File: src/logic/mmd_pkg.sv
package mmd_pkg;
  // address space
  localparam int          MMD_ADDR_W       = 14;
  localparam int          MMD_SPACE_BYTES  = 16384;
  // region bounds
  localparam logic [13:0] MMD_PERIPH_LO    = 14'h0000;
  localparam logic [13:0] MMD_PERIPH_HI    = 14'h001F;
  localparam logic [13:0] MMD_CAN_LO       = 14'h0020;
  localparam logic [13:0] MMD_CAN_HI       = 14'h003D;
  localparam logic [13:0] MMD_RAM0_LO      = 14'h0050;
  localparam logic [13:0] MMD_RAM0_HI      = 14'h00FF;
  localparam logic [13:0] MMD_STACK_LO     = 14'h00C0;
  localparam logic [13:0] MMD_STACK_HI     = 14'h00FF;
  localparam logic [13:0] MMD_NVM_LO       = 14'h0100;
  localparam logic [13:0] MMD_NVM_HI       = 14'h01FF;
  localparam logic [13:0] MMD_NVM_PROT_LO  = 14'h0120;
  localparam logic [13:0] MMD_OPTION_ADDR  = 14'h0100;
  localparam logic [13:0] MMD_BOOT0_LO     = 14'h0200;
  localparam logic [13:0] MMD_BOOT0_HI     = 14'h024F;
  localparam logic [13:0] MMD_RAM1_LO      = 14'h0250;
  localparam logic [13:0] MMD_RAM1_HI      = 14'h02FF;
  localparam logic [13:0] MMD_ROM_LO       = 14'h0300;
  localparam logic [13:0] MMD_ROM_HI       = 14'h3DFD;
  localparam logic [13:0] MMD_BOOT1_LO     = 14'h3DFE;
  localparam logic [13:0] MMD_BOOT1_HI     = 14'h3FEF;
  localparam logic [13:0] MMD_VEC_LO       = 14'h3FF0;
  localparam logic [13:0] MMD_VEC_HI       = 14'h3FFF;
  // control register
  localparam logic [13:0] MMD_NVM_CTRL_ADDR = 14'h0007;
  localparam logic [7:0]  MMD_NVM_CTRL_RST  = 8'h00;
  localparam int          MMD_BIT_PUMP      = 0;
  localparam int          MMD_BIT_LATCH     = 1;
  localparam int          MMD_BIT_ERASE     = 2;
  localparam int          MMD_BIT_CLKOUT    = 3;
  localparam int          MMD_BIT_ASLEEP    = 6;
  localparam int          MMD_BIT_WOR_IRQ   = 7;
  localparam int          MMD_OPT_PROT_BIT  = 1;
  localparam logic        MMD_PROTECT_RST   = 1'b1;
  localparam logic [7:0]  MMD_NVM_BUSY_DATA = 8'hFF;
  localparam logic [7:0]  MMD_UNMAPPED_DATA = 8'h00;
  // region one-hot select positions
  localparam int          MMD_SEL_W      = 9;
  localparam int          MMD_SEL_PERIPH = 0;
  localparam int          MMD_SEL_CAN    = 1;
  localparam int          MMD_SEL_RAM0   = 2;
  localparam int          MMD_SEL_RAM1   = 3;
  localparam int          MMD_SEL_ROM    = 4;
  localparam int          MMD_SEL_VEC    = 5;
  localparam int          MMD_SEL_BOOT0  = 6;
  localparam int          MMD_SEL_BOOT1  = 7;
  localparam int          MMD_SEL_NVM    = 8;
endpackage

File: src/logic/mmd_decoder.sv
`timescale 1ns/10ps
module mmd_decoder
  import mmd_pkg::*;
#(
  parameter int ADDR_W = MMD_ADDR_W
)(
  // clock and reset
  input  wire logic              i_clk,
  input  wire logic              i_sys_rst,
  // cpu bus
  input  wire logic [ADDR_W-1:0] i_addr,
  input  wire logic              i_rd,
  input  wire logic              i_wr,
  input  wire logic [7:0]        i_wdata,
  // status inputs from outside logic
  input  wire logic              i_can_asleep_flag,
  input  wire logic              i_nvm_option_byte_load,
  input  wire logic [7:0]        i_nvm_option_byte,
  // decoded selects and read data
  output logic [MMD_SEL_W-1:0]   o_sel,
  output logic                   o_stack_hit,
  output logic                   o_ctrl_rdata_vld,
  output logic [7:0]             o_rdata,
  output logic                   o_nvm_rd_blocked,
  // nvm control
  output logic                   o_nvm_wr_en,
  output logic [ADDR_W-1:0]      o_nvm_addr,
  output logic                   o_nvm_pump_enable,
  output logic                   o_nvm_erase_select,
  output logic                   o_nvm_latch_enable,
  output logic                   o_bus_clock_out_select,
  output logic                   o_wired_or_irq_enable
);

  // inclusive range test, used for every region
  function automatic logic in_rng(input logic [ADDR_W-1:0] a,
                                  input logic [13:0] lo, input logic [13:0] hi);
    in_rng = (a >= ADDR_W'(lo)) && (a <= ADDR_W'(hi));
  endfunction

  logic [MMD_SEL_W-1:0] next_sel;
  logic                 ctrl_hit;
  logic                 nvm_prot_hit;
  logic                 upper_protect;
  logic                 addr_locked;
  logic                 next_erase;
  logic                 next_latch;
  logic                 next_pump;

  // strobes, lock and readback helpers
  logic                 ctrl_wr;
  logic                 ctrl_rd;
  logic                 nvm_rd_latched;
  logic                 nvm_take;
  logic [7:0]           ctrl_word;
  logic [2:0]           asleep_sync;
  logic                 asleep_agreed;

  // combinational region decode across whole space
  always_comb begin
    next_sel                 = '0;
    next_sel[MMD_SEL_PERIPH] = in_rng(i_addr, MMD_PERIPH_LO, MMD_PERIPH_HI);
    next_sel[MMD_SEL_CAN]    = in_rng(i_addr, MMD_CAN_LO, MMD_CAN_HI);
    next_sel[MMD_SEL_RAM0]   = in_rng(i_addr, MMD_RAM0_LO, MMD_RAM0_HI);
    next_sel[MMD_SEL_RAM1]   = in_rng(i_addr, MMD_RAM1_LO, MMD_RAM1_HI);
    next_sel[MMD_SEL_ROM]    = in_rng(i_addr, MMD_ROM_LO, MMD_ROM_HI);
    next_sel[MMD_SEL_VEC]    = in_rng(i_addr, MMD_VEC_LO, MMD_VEC_HI);
    next_sel[MMD_SEL_BOOT0]  = in_rng(i_addr, MMD_BOOT0_LO, MMD_BOOT0_HI);
    next_sel[MMD_SEL_BOOT1]  = in_rng(i_addr, MMD_BOOT1_LO, MMD_BOOT1_HI);
    next_sel[MMD_SEL_NVM]    = in_rng(i_addr, MMD_NVM_LO, MMD_NVM_HI);
  end

  assign ctrl_hit     = (i_addr == ADDR_W'(MMD_NVM_CTRL_ADDR));
  assign nvm_prot_hit = in_rng(i_addr, MMD_NVM_PROT_LO, MMD_NVM_HI);

  // control register strobes, shared by the storage and readback paths
  assign ctrl_wr        = i_wr & ctrl_hit;
  assign ctrl_rd        = i_rd & ctrl_hit;
  // array read while latched gives the busy pattern, not array data
  assign nvm_rd_latched = i_rd & next_sel[MMD_SEL_NVM] & o_nvm_latch_enable;

  // an array write is taken only while latched, unlocked and, in the
  // upper part, unprotected; everything else is dropped
  assign nvm_take = o_nvm_latch_enable & i_wr & next_sel[MMD_SEL_NVM] & ~addr_locked
                    & ~(upper_protect & nvm_prot_hit);

  // the asleep flag comes from the can_controller clock, so it crosses
  // three flops; only the second stage reads the first, and a change
  // counts once the last two agree, which rejects a one-cycle glitch
  // at the cost of four cycles of readback delay
  always_ff @(posedge i_clk or posedge i_sys_rst) begin
    if (i_sys_rst) begin
      asleep_sync <= '0;
    end else begin
      asleep_sync <= {asleep_sync[1:0], i_can_asleep_flag};
    end
  end

  // filtered flag; holds while the last two stages disagree
  always_ff @(posedge i_clk or posedge i_sys_rst) begin
    if (i_sys_rst) begin
      asleep_agreed <= 1'b0;
    end else if (asleep_sync[1] == asleep_sync[2]) begin
      asleep_agreed <= asleep_sync[2];
    end
  end

  // registered selects; unmapped gives all-zero select so nothing responds
  always_ff @(posedge i_clk or posedge i_sys_rst) begin
    if (i_sys_rst) begin
      o_sel <= '0;
    end else if (i_rd | i_wr) begin
      o_sel <= next_sel;
    end else begin
      o_sel <= '0;
    end
  end

  // stack window flag; the stack shares the first RAM array
  always_ff @(posedge i_clk or posedge i_sys_rst) begin
    if (i_sys_rst) begin
      o_stack_hit <= 1'b0;
    end else begin
      o_stack_hit <= (i_rd | i_wr) & in_rng(i_addr, MMD_STACK_LO, MMD_STACK_HI);
    end
  end

  // protect bit captured from option byte at reset-time load; a cleared
  // bit means the upper part is protected, hence reset value protects
  always_ff @(posedge i_clk or posedge i_sys_rst) begin
    if (i_sys_rst) begin
      upper_protect <= MMD_PROTECT_RST;
    end else if (i_nvm_option_byte_load) begin
      upper_protect <= ~i_nvm_option_byte[MMD_OPT_PROT_BIT];
    end
  end

  // latch next value follows every control write
  always_comb begin
    next_latch = o_nvm_latch_enable;
    if (ctrl_wr) begin
      next_latch = i_wdata[MMD_BIT_LATCH];
    end
  end

  // erase select frozen once the target address is taken; falls with
  // the latch
  always_comb begin
    next_erase = o_nvm_erase_select;
    if (ctrl_wr && !addr_locked) begin
      next_erase = i_wdata[MMD_BIT_ERASE];
    end
    if (!next_latch) begin
      next_erase = 1'b0;
    end
  end

  // pump may only start after the target byte is chosen, and only
  // stops through the latch
  always_comb begin
    next_pump = o_nvm_pump_enable;
    if (ctrl_wr && addr_locked && i_wdata[MMD_BIT_PUMP]) begin
      next_pump = 1'b1;
    end
    if (!next_latch) begin
      next_pump = 1'b0;
    end
  end

  // latch bit; clearing it is the only way to end a program or erase
  always_ff @(posedge i_clk or posedge i_sys_rst) begin
    if (i_sys_rst) begin
      o_nvm_latch_enable <= MMD_NVM_CTRL_RST[MMD_BIT_LATCH];
    end else begin
      o_nvm_latch_enable <= next_latch;
    end
  end

  // erase select storage
  always_ff @(posedge i_clk or posedge i_sys_rst) begin
    if (i_sys_rst) begin
      o_nvm_erase_select <= MMD_NVM_CTRL_RST[MMD_BIT_ERASE];
    end else begin
      o_nvm_erase_select <= next_erase;
    end
  end

  // charge pump enable storage
  always_ff @(posedge i_clk or posedge i_sys_rst) begin
    if (i_sys_rst) begin
      o_nvm_pump_enable <= MMD_NVM_CTRL_RST[MMD_BIT_PUMP];
    end else begin
      o_nvm_pump_enable <= next_pump;
    end
  end

  // clock output select, a plain read/write bit
  always_ff @(posedge i_clk or posedge i_sys_rst) begin
    if (i_sys_rst) begin
      o_bus_clock_out_select <= MMD_NVM_CTRL_RST[MMD_BIT_CLKOUT];
    end else if (ctrl_wr) begin
      o_bus_clock_out_select <= i_wdata[MMD_BIT_CLKOUT];
    end
  end

  // wired-or interrupt enable, a plain read/write bit
  always_ff @(posedge i_clk or posedge i_sys_rst) begin
    if (i_sys_rst) begin
      o_wired_or_irq_enable <= MMD_NVM_CTRL_RST[MMD_BIT_WOR_IRQ];
    end else if (ctrl_wr) begin
      o_wired_or_irq_enable <= i_wdata[MMD_BIT_WOR_IRQ];
    end
  end

  // one byte per latch session: the first write locks the address and
  // later writes are dropped until the latch drops, so no bulk or row
  // erase can ever be built from successive writes
  always_ff @(posedge i_clk or posedge i_sys_rst) begin
    if (i_sys_rst) begin
      addr_locked <= 1'b0;
    end else if (!o_nvm_latch_enable) begin
      addr_locked <= 1'b0;
    end else if (nvm_take) begin
      addr_locked <= 1'b1;
    end
  end

  // target address, held for the array while the latch stands
  always_ff @(posedge i_clk or posedge i_sys_rst) begin
    if (i_sys_rst) begin
      o_nvm_addr <= '0;
    end else if (nvm_take) begin
      o_nvm_addr <= i_addr;
    end
  end

  // one-cycle strobe per accepted target byte
  always_ff @(posedge i_clk or posedge i_sys_rst) begin
    if (i_sys_rst) begin
      o_nvm_wr_en <= 1'b0;
    end else begin
      o_nvm_wr_en <= nvm_take;
    end
  end

  // control word as the cpu sees it; unused bits read as zero
  always_comb begin
    ctrl_word                  = '0;
    ctrl_word[MMD_BIT_PUMP]    = o_nvm_pump_enable;
    ctrl_word[MMD_BIT_LATCH]   = o_nvm_latch_enable;
    ctrl_word[MMD_BIT_ERASE]   = o_nvm_erase_select;
    ctrl_word[MMD_BIT_CLKOUT]  = o_bus_clock_out_select;
    ctrl_word[MMD_BIT_ASLEEP]  = asleep_agreed;
    ctrl_word[MMD_BIT_WOR_IRQ] = o_wired_or_irq_enable;
  end

  // read data: control word, busy pattern for a latched array, else a
  // harmless constant; array contents come from the array itself
  always_ff @(posedge i_clk or posedge i_sys_rst) begin
    if (i_sys_rst) begin
      o_rdata <= MMD_UNMAPPED_DATA;
    end else if (ctrl_rd) begin
      o_rdata <= ctrl_word;
    end else if (nvm_rd_latched) begin
      o_rdata <= MMD_NVM_BUSY_DATA;
    end else begin
      o_rdata <= MMD_UNMAPPED_DATA;
    end
  end

  // marks a cycle whose read data is the control word
  always_ff @(posedge i_clk or posedge i_sys_rst) begin
    if (i_sys_rst) begin
      o_ctrl_rdata_vld <= 1'b0;
    end else begin
      o_ctrl_rdata_vld <= ctrl_rd;
    end
  end

  // marks an array read refused because the latch stands
  always_ff @(posedge i_clk or posedge i_sys_rst) begin
    if (i_sys_rst) begin
      o_nvm_rd_blocked <= 1'b0;
    end else begin
      o_nvm_rd_blocked <= nvm_rd_latched;
    end
  end

endmodule

File: config.mk
export PLATFORM = sky130hd
export DESIGN_NAME = mmd_decoder
export DESIGN_NICKNAME = d
export VERILOG_FILES = /design/src/logic/mmd_pkg.sv /design/src/logic/mmd_decoder.sv
export SDC_FILE = /design/constraint.sdc
export NUM_CORES = 1
export LEC_CHECK = 0
export BUFFER_PORTS_ARGS = -buffer_cell sky130_fd_sc_hd__clkbuf_2
export CAP_MARGIN = 5
export CORE_MARGIN = 10
export CORE_UTILIZATION = 46
export CTS_CLUSTER_DIAMETER = 120
export DETAILED_ROUTE_END_ITERATION = 8
export PLACE_DENSITY = 0.87
export SYNTH_ARGS = -nofsm -noshare
export SYNTH_HDL_FRONTEND = slang
export SYNTH_SLANG_ARGS = --single-unit
File: constraint.sdc
create_clock -name i_clk -period 1.7 [get_ports i_clk]
set_clock_uncertainty 0.1 [all_clocks]
set_input_delay 0.51 -clock i_clk [delete_from_list [all_inputs] [get_ports i_clk]]
set_output_delay 0.51 -clock i_clk [all_outputs]
set_load 0.005 [all_outputs]
Word level (Yosys, flattened, before mapping)

Cells that the tools add are included.

Magnitude comparators: 20
Equal/unequal tests: 5
Muxes and demuxes: 10
Bitwise gates (word level): 14
Reduce and logical (&&, ||, !) cells: 15

Operator list:

| kind                   | count |
|---|---|
| $ge A14 B10 Y1 const B | 3 |
| $le A14 B14 Y1 const B | 3 |
| $ge A14 B14 Y1 const B | 2 |
| $ge A14 B9 Y1 const B  | 2 |
| $le A14 B10 Y1 const B | 2 |
| $mux W8                | 2 |
| $eq A14 B3 Y1 const B  | 1 |
| $ge A14 B1 Y1 const B  | 1 |
| $ge A14 B6 Y1 const B  | 1 |
| $ge A14 B7 Y1 const B  | 1 |
| $ge A14 B8 Y1 const B  | 1 |
| $le A14 B5 Y1 const B  | 1 |
| $le A14 B6 Y1 const B  | 1 |
| $le A14 B8 Y1 const B  | 1 |
| $le A14 B9 Y1 const B  | 1 |
| $logic_and A1 B1 Y1    | 14 |
| $and A1 B1 Y1          | 10 |
| $mux W9                | 1 |
| $mux W1                | 7 |
| $ne A2 B1 Y1 const B   | 3 |
| $not A1 Y1             | 3 |
| $eq A1 B1 Y1           | 1 |
| $logic_not A1 Y1       | 1 |
| $or A1 B1 Y1           | 1 |

Bits in registers: 46
Logic and storage cells: 80

Depth between registers and ports, before layout

Gate-level depths: netlist (run 1).

Depth after elaboration: 7
Gate-level depth with buffers: 6
Depth with buffers taken out: 4

Worst setup path after synthesis (run 1)

OpenSTA, ideal clock, no wires.

Kind: input -> register
Start: in i_addr[7]
End: reg o_bus_clock_out_select
Arrival time: 1.922 ns
Data required time: 1.475 ns
Slack: -0.446 ns
Cell stages on the path: 4
Path buffers: 1
Path through: buf_6 -> or4b_4 -> nor4_4 -> mux2_2

Cells in the longest elaborated chain, start to end: 2

RTL lines:

| element              | line               | text |
|---|---|---|
| from (decl)          | mmd_decoder.sv:11  | `input wire logic [ADDR_W-1:0] i_addr,` |
| $eq A14 B3 Y1        | mmd_decoder.sv:73  | `assign ctrl_hit = (i_addr == ADDR_W'(MMD_NVM_CTRL_ADDR));` |
| $and A1 B1 Y1        | mmd_decoder.sv:77  | `assign ctrl_wr = i_wr & ctrl_hit;` |
| to (signal assigned) | mmd_decoder.sv:200 | `o_bus_clock_out_select <= MMD_NVM_CTRL_RST[MMD_BIT_CLKOUT];` |
| to (signal assigned) | mmd_decoder.sv:202 | `o_bus_clock_out_select <= i_wdata[MMD_BIT_CLKOUT];` |
| to (decl)            | mmd_decoder.sv:31  | `output logic o_bus_clock_out_select,` |

No other way between the ends.
A chain may end at the register's enable or synchronous reset.

Worst setup path after layout (run 1)

Start: in i_addr[13]
End: reg o_nvm_pump_enable

Cells in the longest elaborated chain, start to end: 5

RTL lines:

| element                          | line               | text |
|---|---|---|
| $eq A14 B3 Y1 *                  | mmd_decoder.sv:73  |  |
| $and A1 B1 Y1 *                  | mmd_decoder.sv:77  |  |
| $logic_and A1 B1 Y1 (2 in a row) | mmd_decoder.sv:162 | `if (ctrl_wr && addr_locked && i_wdata[MMD_BIT_PUMP]) begin` |
| $ne A2 B1 Y1 (no source line)    | -                  |  |
| to (signal assigned)             | mmd_decoder.sv:191 | `o_nvm_pump_enable <= MMD_NVM_CTRL_RST[MMD_BIT_PUMP];` |
| to (signal assigned)             | mmd_decoder.sv:193 | `o_nvm_pump_enable <= next_pump;` |
| to (decl)                        | mmd_decoder.sv:28  | `output logic o_nvm_pump_enable,` |

Mark *: on every way between the ends. The rest lies on a longest branch, timed or not.

==> metrics.md, run 1 <==
| Metric | Value |
|---|---|
| Die height | `81.8 microns` |
| CTS tree | `yes` |
| Via density | `just under 5` |
| Violated checks | `setup timing` |
| Max transition margin | `about three quarters` |
| Worst Setup End Kind | `register` |
| Critical path cell sequence | `buf_8 -> or4_4 -> nor4_4 -> buf_6 -> mux2i_2 -> o22ai_1` |
| Sink Count | `between 40 and 50` |
| Main synth FF type | `dfrtp_1` |
| FMAX | `between 500 and 600 MHz` |
| Min-delay worst type | `in2async` |
| Largest net degree at the start of global routing | `30` |
| Die Width | `approximately 82 microns` |
| Tmin final | `1.88 ns` |
| Most frequent cell after synthesis | `dfrtp_1` |
| DR iter-0 viols | `around 150` |
| Yosys warning total | `0` |
| Worst setup margin | `-0.175 ns` |
| Sequential fraction of the synthesis area | `around 64%` |
| # port buffers | `between 60 and 70` |
| Synth cell types | `38` |
| Final Total Pwr | `1870 uW` |
| CP startpoint kind | `input port` |
| Peak supply drop | `a little under 0.7 mV` |
| Syn Inst Count | `about 130` |
| DRT Wirelength | `4.47 mm` |
| Max Root-Sink Buffers | `2` |
| Placed insts | `263` |
| DRT Pass-1 Iters | `4` |
| RR Startpoint | `addr_locked` |
| Die Area | `approximately 6700 sq um` |
| Slowest stage delay, CP | `approximately 0.55 ns` |
| First-pass GRT wire length | `7.18 mm` |
| Place WS | `-0.569 ns` |
| Initial antenna violation count | `0` |
| Status | `finished, violations left` |
| Routed wire per std cell | `16.0 microns` |
| Synth Area per Inst | `~13 sq um` |
| Worst Setup Path Type | `in2reg` |
| Core ar. | `about 3700 sq um` |
| Total Nets Final | `roughly 270` |
| Congestion Overflow GR | `0` |
| Post-synth EDFFs | `0` |
| Vias in the first global route | `1432` |
| Post-route cell area | `approximately 2600 sq um` |
| Final core utilization | `roughly 70%` |
| Placer Congestion | `~0.79` |
| Post-route DRC violation count | `0` |
| # hold bufs at CTS | `0` |
| Final Hold Fails | `0` |
| Synth Register Bits | `45` |
| Syn-to-layout area delta | `46.0%` |
| Total CTS buffers | `5` |
| P_leak | `between 0.001 and 0.0015 uW` |
| Synthesized area | `about 1800 sq um` |
| Diodes inserted | `0` |
| Vias | `approximately 1400` |
| Post-DP HPWL | `between 3 and 4 mm` |
| Syn_nets | `170` |
| CP top delay family | `simple AND/OR/NAND/NOR gates` |
| FP Rows | `22` |
| RSZ-0062 raised after global routing | `true` |
| Synth top area cells | `dfrtp_1 63%, mux2_2 7.0%, nor2_1 2.6%` |
| Post-route ant nets | `0` |
| H-tree Lvls | `2` |
| Setup violations, final | `16` |
| Slew @ Worst Pin | `between 0.3 and 0.4 ns` |
| Share of layout cells above drive strength 1 | `roughly 61%` |
| Final period utilization | `110%` |
| CP Launch Point | `i_addr[13]` |
| Share of the synthesized area in the top cell type | `a little over three fifths` |
| Placement Cell Area | `approximately 2300 sq um` |
| Critical path fanouts, max | `4` |
| Commonest cells post-synth | `44 x dfrtp_1, 12 x nor2_1, 11 x mux2_2, 9 x nand2_1` |
| Crit path buffers/inverters | `2` |
| Critical Path RT | `around 1.8 ns` |
| Root Driver | `clkbuf_8` |
| Post-Layout Cell Count | `about 280` |
| Synth area leader | `dfrtp_1` |
| Clk_lat worst skew | `0.29 ns` |
| Async SR Flop Fraction | `between 90% and 100%` |
| Arr. time, crit path | `roughly 2 ns` |
| Max-cap check violation count | `0` |
| Clock-pin slew on the worst setup and hold paths | `around 0.080 ns` |
| Pwr Density | `between 700 and 800 nW/um^2` |
| I/O pin count | `76` |
| Pins Over Slew Limit | `0` |
| Initial Util | `around 48%` |
| GRT Total Usage | `roughly 14%` |
| Slowest-stage cell, CP | `or4_4` |
==> per-layer routing <==
layer	wire (microns)	GRT usage, %
met1	1810	16.0
met2	2130	22.9
met3	478	6.77
met4	54	4.59
met5	0	0
==> stage by stage <==
stage / hold slack (ns) / setup TNS [ns]
finish: 0.0620 / -1.72
global route: 0.0794 / -2.05
CTS: 0.0601 / -1.71
detailed placement: 0.238 / -12.36
global placement: 0.235 / -11.53
floorplan: 0.231 / -6.43
==> worst reg2reg max path, cell delays in order, from the launching register on <==
cell and delay (ns):
dfrtp_1 0.38, nand3b_1 0.19, or3_4 0.37, buf_6 0.15, mux2_2 0.27
==> cell families (layout without fill, tap and decap cells) <==
family	count (synthesis)	after routing	share of synthesized area (%)
AOI/OAI and AO/OA	15	15	5.69
adders and majority gates	1	1	0.569
buffers and inverters	9	106	3.63
DFF	45	45	64.1
muxes	12	12	7.61
and+or+nand+nor	52	52	18.4
==> power by group <==
part | total, uW | switching [uW] | internal, uW
Combinational | 164 | 86.2 | 78.0
Sequential | 1090 | 4.98 | 1080
Clock | 623 | 340 | 283
==> state kept, by name (all words and copies together) (netlist names), 3 cells and up <==
register     count
asleep_sync      3
o_nvm_addr      14
o_rdata          7
o_sel            9
==> final timing paths <==
| kind | endpoint | slack (ns) | cells after the start |
|---|---|---|---|
| worst max-delay path | o_nvm_pump_enable | -0.18 | 6 |
| worst min-delay path | asleep_sync[2] | 0.06 | 2 |
| worst max register to register | o_nvm_addr[6] | 0.14 | 4 |
| worst min register to register | asleep_sync[1] | 0.26 | 0 |
| max in group asynchronous | o_rdata[1] | 0.97 | 3 |
| min in group i_clk | asleep_sync[0] | 0.22 | 1 |
==> final cells by class <==
class,count,area (sq um)
sequential,45,1130
fill,292,1120
multi-input combinational,80,669
timing repair buffer,95,614
clock buffer,5,68.8
tap,48,60.1
clock inverter,3,17.5
inverter,3,11.3
==> cell usage in the layout, fill, tap and decap left out, types with 2 or more instances in the layout <==
cell type / instances
and2_4: 5
clkbuf_2: 62
nor4_1: 3
a21oi_1: 3
inv_1: 2
a21o_1: 5
nor4_2: 2
nor4_4: 2
nand2_1: 8
or4b_4: 2
buf_4: 22
mux2_2: 9
clkinv_2: 2
nand3b_1: 2
nor2_1: 11
buf_6: 8
nand3_1: 2
dfrtp_1: 44
clkbuf_8: 6
mux2_4: 2
nand4_1: 2
==> repair_timing <==
action	CTS	global route
resized for setup	13	23
pin swaps	3	8
setup buffers	3	4
gates cloned	1	0
setup endpoints to repair	26	28
No activity file was read; power rests on OpenSTA's default activity.
==> run 2: changes to the inputs <==
--- a/config.mk
+++ b/config.mk
@@ -11,7 +11,9 @@
 export CORE_UTILIZATION = 46
 export CTS_CLUSTER_DIAMETER = 120
 export DETAILED_ROUTE_END_ITERATION = 8
-export PLACE_DENSITY = 0.87
+export GPL_TIMING_DRIVEN = 0
+export PLACE_DENSITY_LB_ADDON = 0.3
 export SYNTH_ARGS = -nofsm -noshare
 export SYNTH_HDL_FRONTEND = slang
 export SYNTH_SLANG_ARGS = --single-unit
+export TNS_END_PERCENT = 30
==> run 2 against run 1 <==
Effect of this change:
- the run still ends with setup timing left
- global-route usage decreased by 0.48 points
- setup slack got worse by 0.020 ns
- clock power shrank 6.3%
- routed wire length shrank 0.51%
- critical path depth unchanged
- sequential power about the same
- total power decreased by 3.0%
- register-to-register slack worse by 0.09 ns
- core utilization is 3.4 points lower
- combinational power down 11%
- non-clock buffer count is 15 lower
- largest power group unchanged
==> metrics.md, run 2 (synthesis results as in run 1) <==
| Metric | Value |
|---|---|
| Status | `finished, violations left` |
| Violated checks | `setup timing` |
| I/O pin count | `76` |
| Final Hold Fails | `0` |
| Clock-pin slew on the worst setup and hold paths | `0.07 ns` |
| Pins Over Slew Limit | `0` |
| Placement Cell Area | `between 2000 and 2500 sq um` |
| Sequential Power Share | `59.8%` |
| M3 GR Usage | `about 5.6%` |
| Tmin final | `1.90 ns` |
| Commonest non-fill, non-tap cells in the layout | `59 x clkbuf_2, 44 x dfrtp_1, 11 x nor2_1` |
| Clk_lat worst skew | `0.28 ns` |
| DR iter-0 viols | `64` |
| Pwr Density | `approximately 740 nW/um^2` |
| Vias in the first global route | `around 1400` |
| Die Width | `slightly above 80 microns` |
| Reg with most FFs | `o_nvm_addr` |
| Post-route DRC violation count | `0` |
| FP Rows | `22` |
| FF-to-FF setup slack | `approximately 0.050 ns` |
| Switching share of power | `a little over a fifth` |
| Critical path fanouts, max | `6` |
| Peak supply drop | `roughly 0.63 mV` |
| FMAX | `approximately 530 MHz` |
| Slew @ Worst Pin | `0.898 ns` |
| Setup TNS | `-2.73 ns` |
| Initial antenna violation count | `0` |
| RSZ-0062 raised after global routing | `true` |
| Die Area | `6700 sq um` |
| Placer Congestion | `between 0.7 and 0.8` |
| Arr. time, crit path | `about 2 ns` |
| Core ar. | `3690 sq um` |
| P_leak | `around 0.0013 uW` |
| Worst Setup End Kind | `register` |
| Met2 Use GR | `a little under a quarter` |
| Die height | `81.8 microns` |
| Critical Path RT | `1.77 ns` |
| First-pass GRT wire length | `7.02 mm` |
| Max Root-Sink Buffers | `2` |
| # port buffers | `between 60 and 70` |
| Post-DP HPWL | `3.27 mm` |
| P_int | `~1400 uW` |
| Routed wire per std cell | `between 15 and 20 microns` |
| CP startpoint kind | `input port` |
| Switch Pwr | `399 uW` |
| Setup violations, final | `24` |
| Max-cap check violation count | `0` |
| Flip-flop count of the largest register after layout | `14` |
| CTS tree | `yes` |
| Share of layout cells above drive strength 1 | `between 50 and 60%` |
| Largest net degree at the start of global routing | `46` |
| Commonest non-fill, non-tap cell in the layout | `clkbuf_2` |
| H-tree Lvls | `2` |
| Post-route cell area | `2440 sq um` |
| Root Driver | `clkbuf_8` |
| Met1 global-route usage | `~15%` |
| Initial Util | `a little under half` |
| Final core utilization | `between 60% and 70%` |
| Biggest regs | `o_nvm_addr x14, o_sel x9, o_rdata x7` |
| Combinational Power Share | `about 8%` |
| GRT Total Usage | `a little over an eighth` |
| Sink Count | `45` |
| Clk pwr share | `32.1%` |
| Gr busiest metal | `met2` |
| Worst Setup Path Type | `in2reg` |
| Vias | `approximately 1400` |
| DRT Pass-1 Iters | `4` |
| Post-route ant nets | `0` |
| Congestion Overflow GR | `0` |
| Final period utilization | `112%` |
| Total Nets Final | `between 200 and 300` |
| Worst setup margin | `-0.196 ns` |
| DRT Wirelength | `approximately 4.4 mm` |
| Max transition margin | `40.0%` |
| Diodes inserted | `0` |
| Syn-to-layout area delta | `39.0%` |
| # hold bufs at CTS | `0` |
| Via density | `5.23` |
| Final Total Pwr | `approximately 1800 uW` |
| Min-delay worst type | `in2reg` |
| Place WS | `-0.674 ns` |
| Total CTS buffers | `5` |
run 2: changes by cell type in the layout (fill, tap and decap cells not counted), moves of 2 or more:
cell / previous run / this run
mux2_2: 9 / 7
mux2_4: 2 / 4
clkbuf_2: 62 / 59
and2_4: 5 / 1
buf_12: 1 / 3
buf_4: 22 / 10
nor4_2: 2 / 0
and2_1: 0 / 4
buf_6: 8 / 5
run 2: path summary, 6_finish.rpt:
kind,startpoint,to,cells past startpoint
setup reg to reg,o_nvm_latch_enable,o_nvm_addr[2],4
setup / recovery,i_addr[6],o_nvm_pump_enable,6
min in group asynchronous,i_sys_rst,asleep_sync[2],2
hold reg to reg,asleep_sync[0],asleep_sync[1],0
max in group asynchronous,i_sys_rst,o_nvm_addr[6],2
hold / removal,i_can_asleep_flag,asleep_sync[0],1
run 2: through the flow:
step,hold slack [ns],std cells
floorplan,0.231,134
global placement,0.234,245
detailed placement,0.256,245
CTS,0.235,255
global route,0.220,262
finish,0.238,262
run 2: routing by layer:
layer	wire [microns]	part of all wire, %
met3	390	8.8
met1	1720	39
met5	0	0
met2	2300	52
met4	38	0.85
run 2: power by group through the flow:
| stage | sequential (uW) | combinational [uW] | clock, uW |
|---|---|---|---|
| 6_report | 1090 | 146 | 584 |
| 5_1_grt | 1090 | 162 | 653 |
| 4_1_cts | 1090 | 129 | 600 |
| 3_5_place_dp | 1110 | 116 | 0 |
| 3_3_place_gp | 1110 | 112 | 0 |
| 2_1_floorplan | 1110 | 56.9 | 0 |
run 2: timing repair:
item | CTS | global route
pin swaps | 9 | 8
resized for setup | 16 | 18
buffers inserted | 4 | 8
endpoints found under the setup margin | 26 | 26
cloned | 1 | 0
run 2: critical path, stage by stage:
cell     delay [ns]
buf_12         0.11
or4b_4         0.55
nor4_4         0.30
buf_6          0.18
mux2i_4        0.23
o22ai_1        0.09
run 2: cell type report:
cell class	instances	area, sq um
plain buffers	4	58.8
clock buffers	5	68.8
clock inverters	1	5.00
fillers	275	1240
inverters	3	11.3
multi-input cells	80	652
flip-flops and latches	45	1130
well taps	48	60.1
repair buffers	76	462
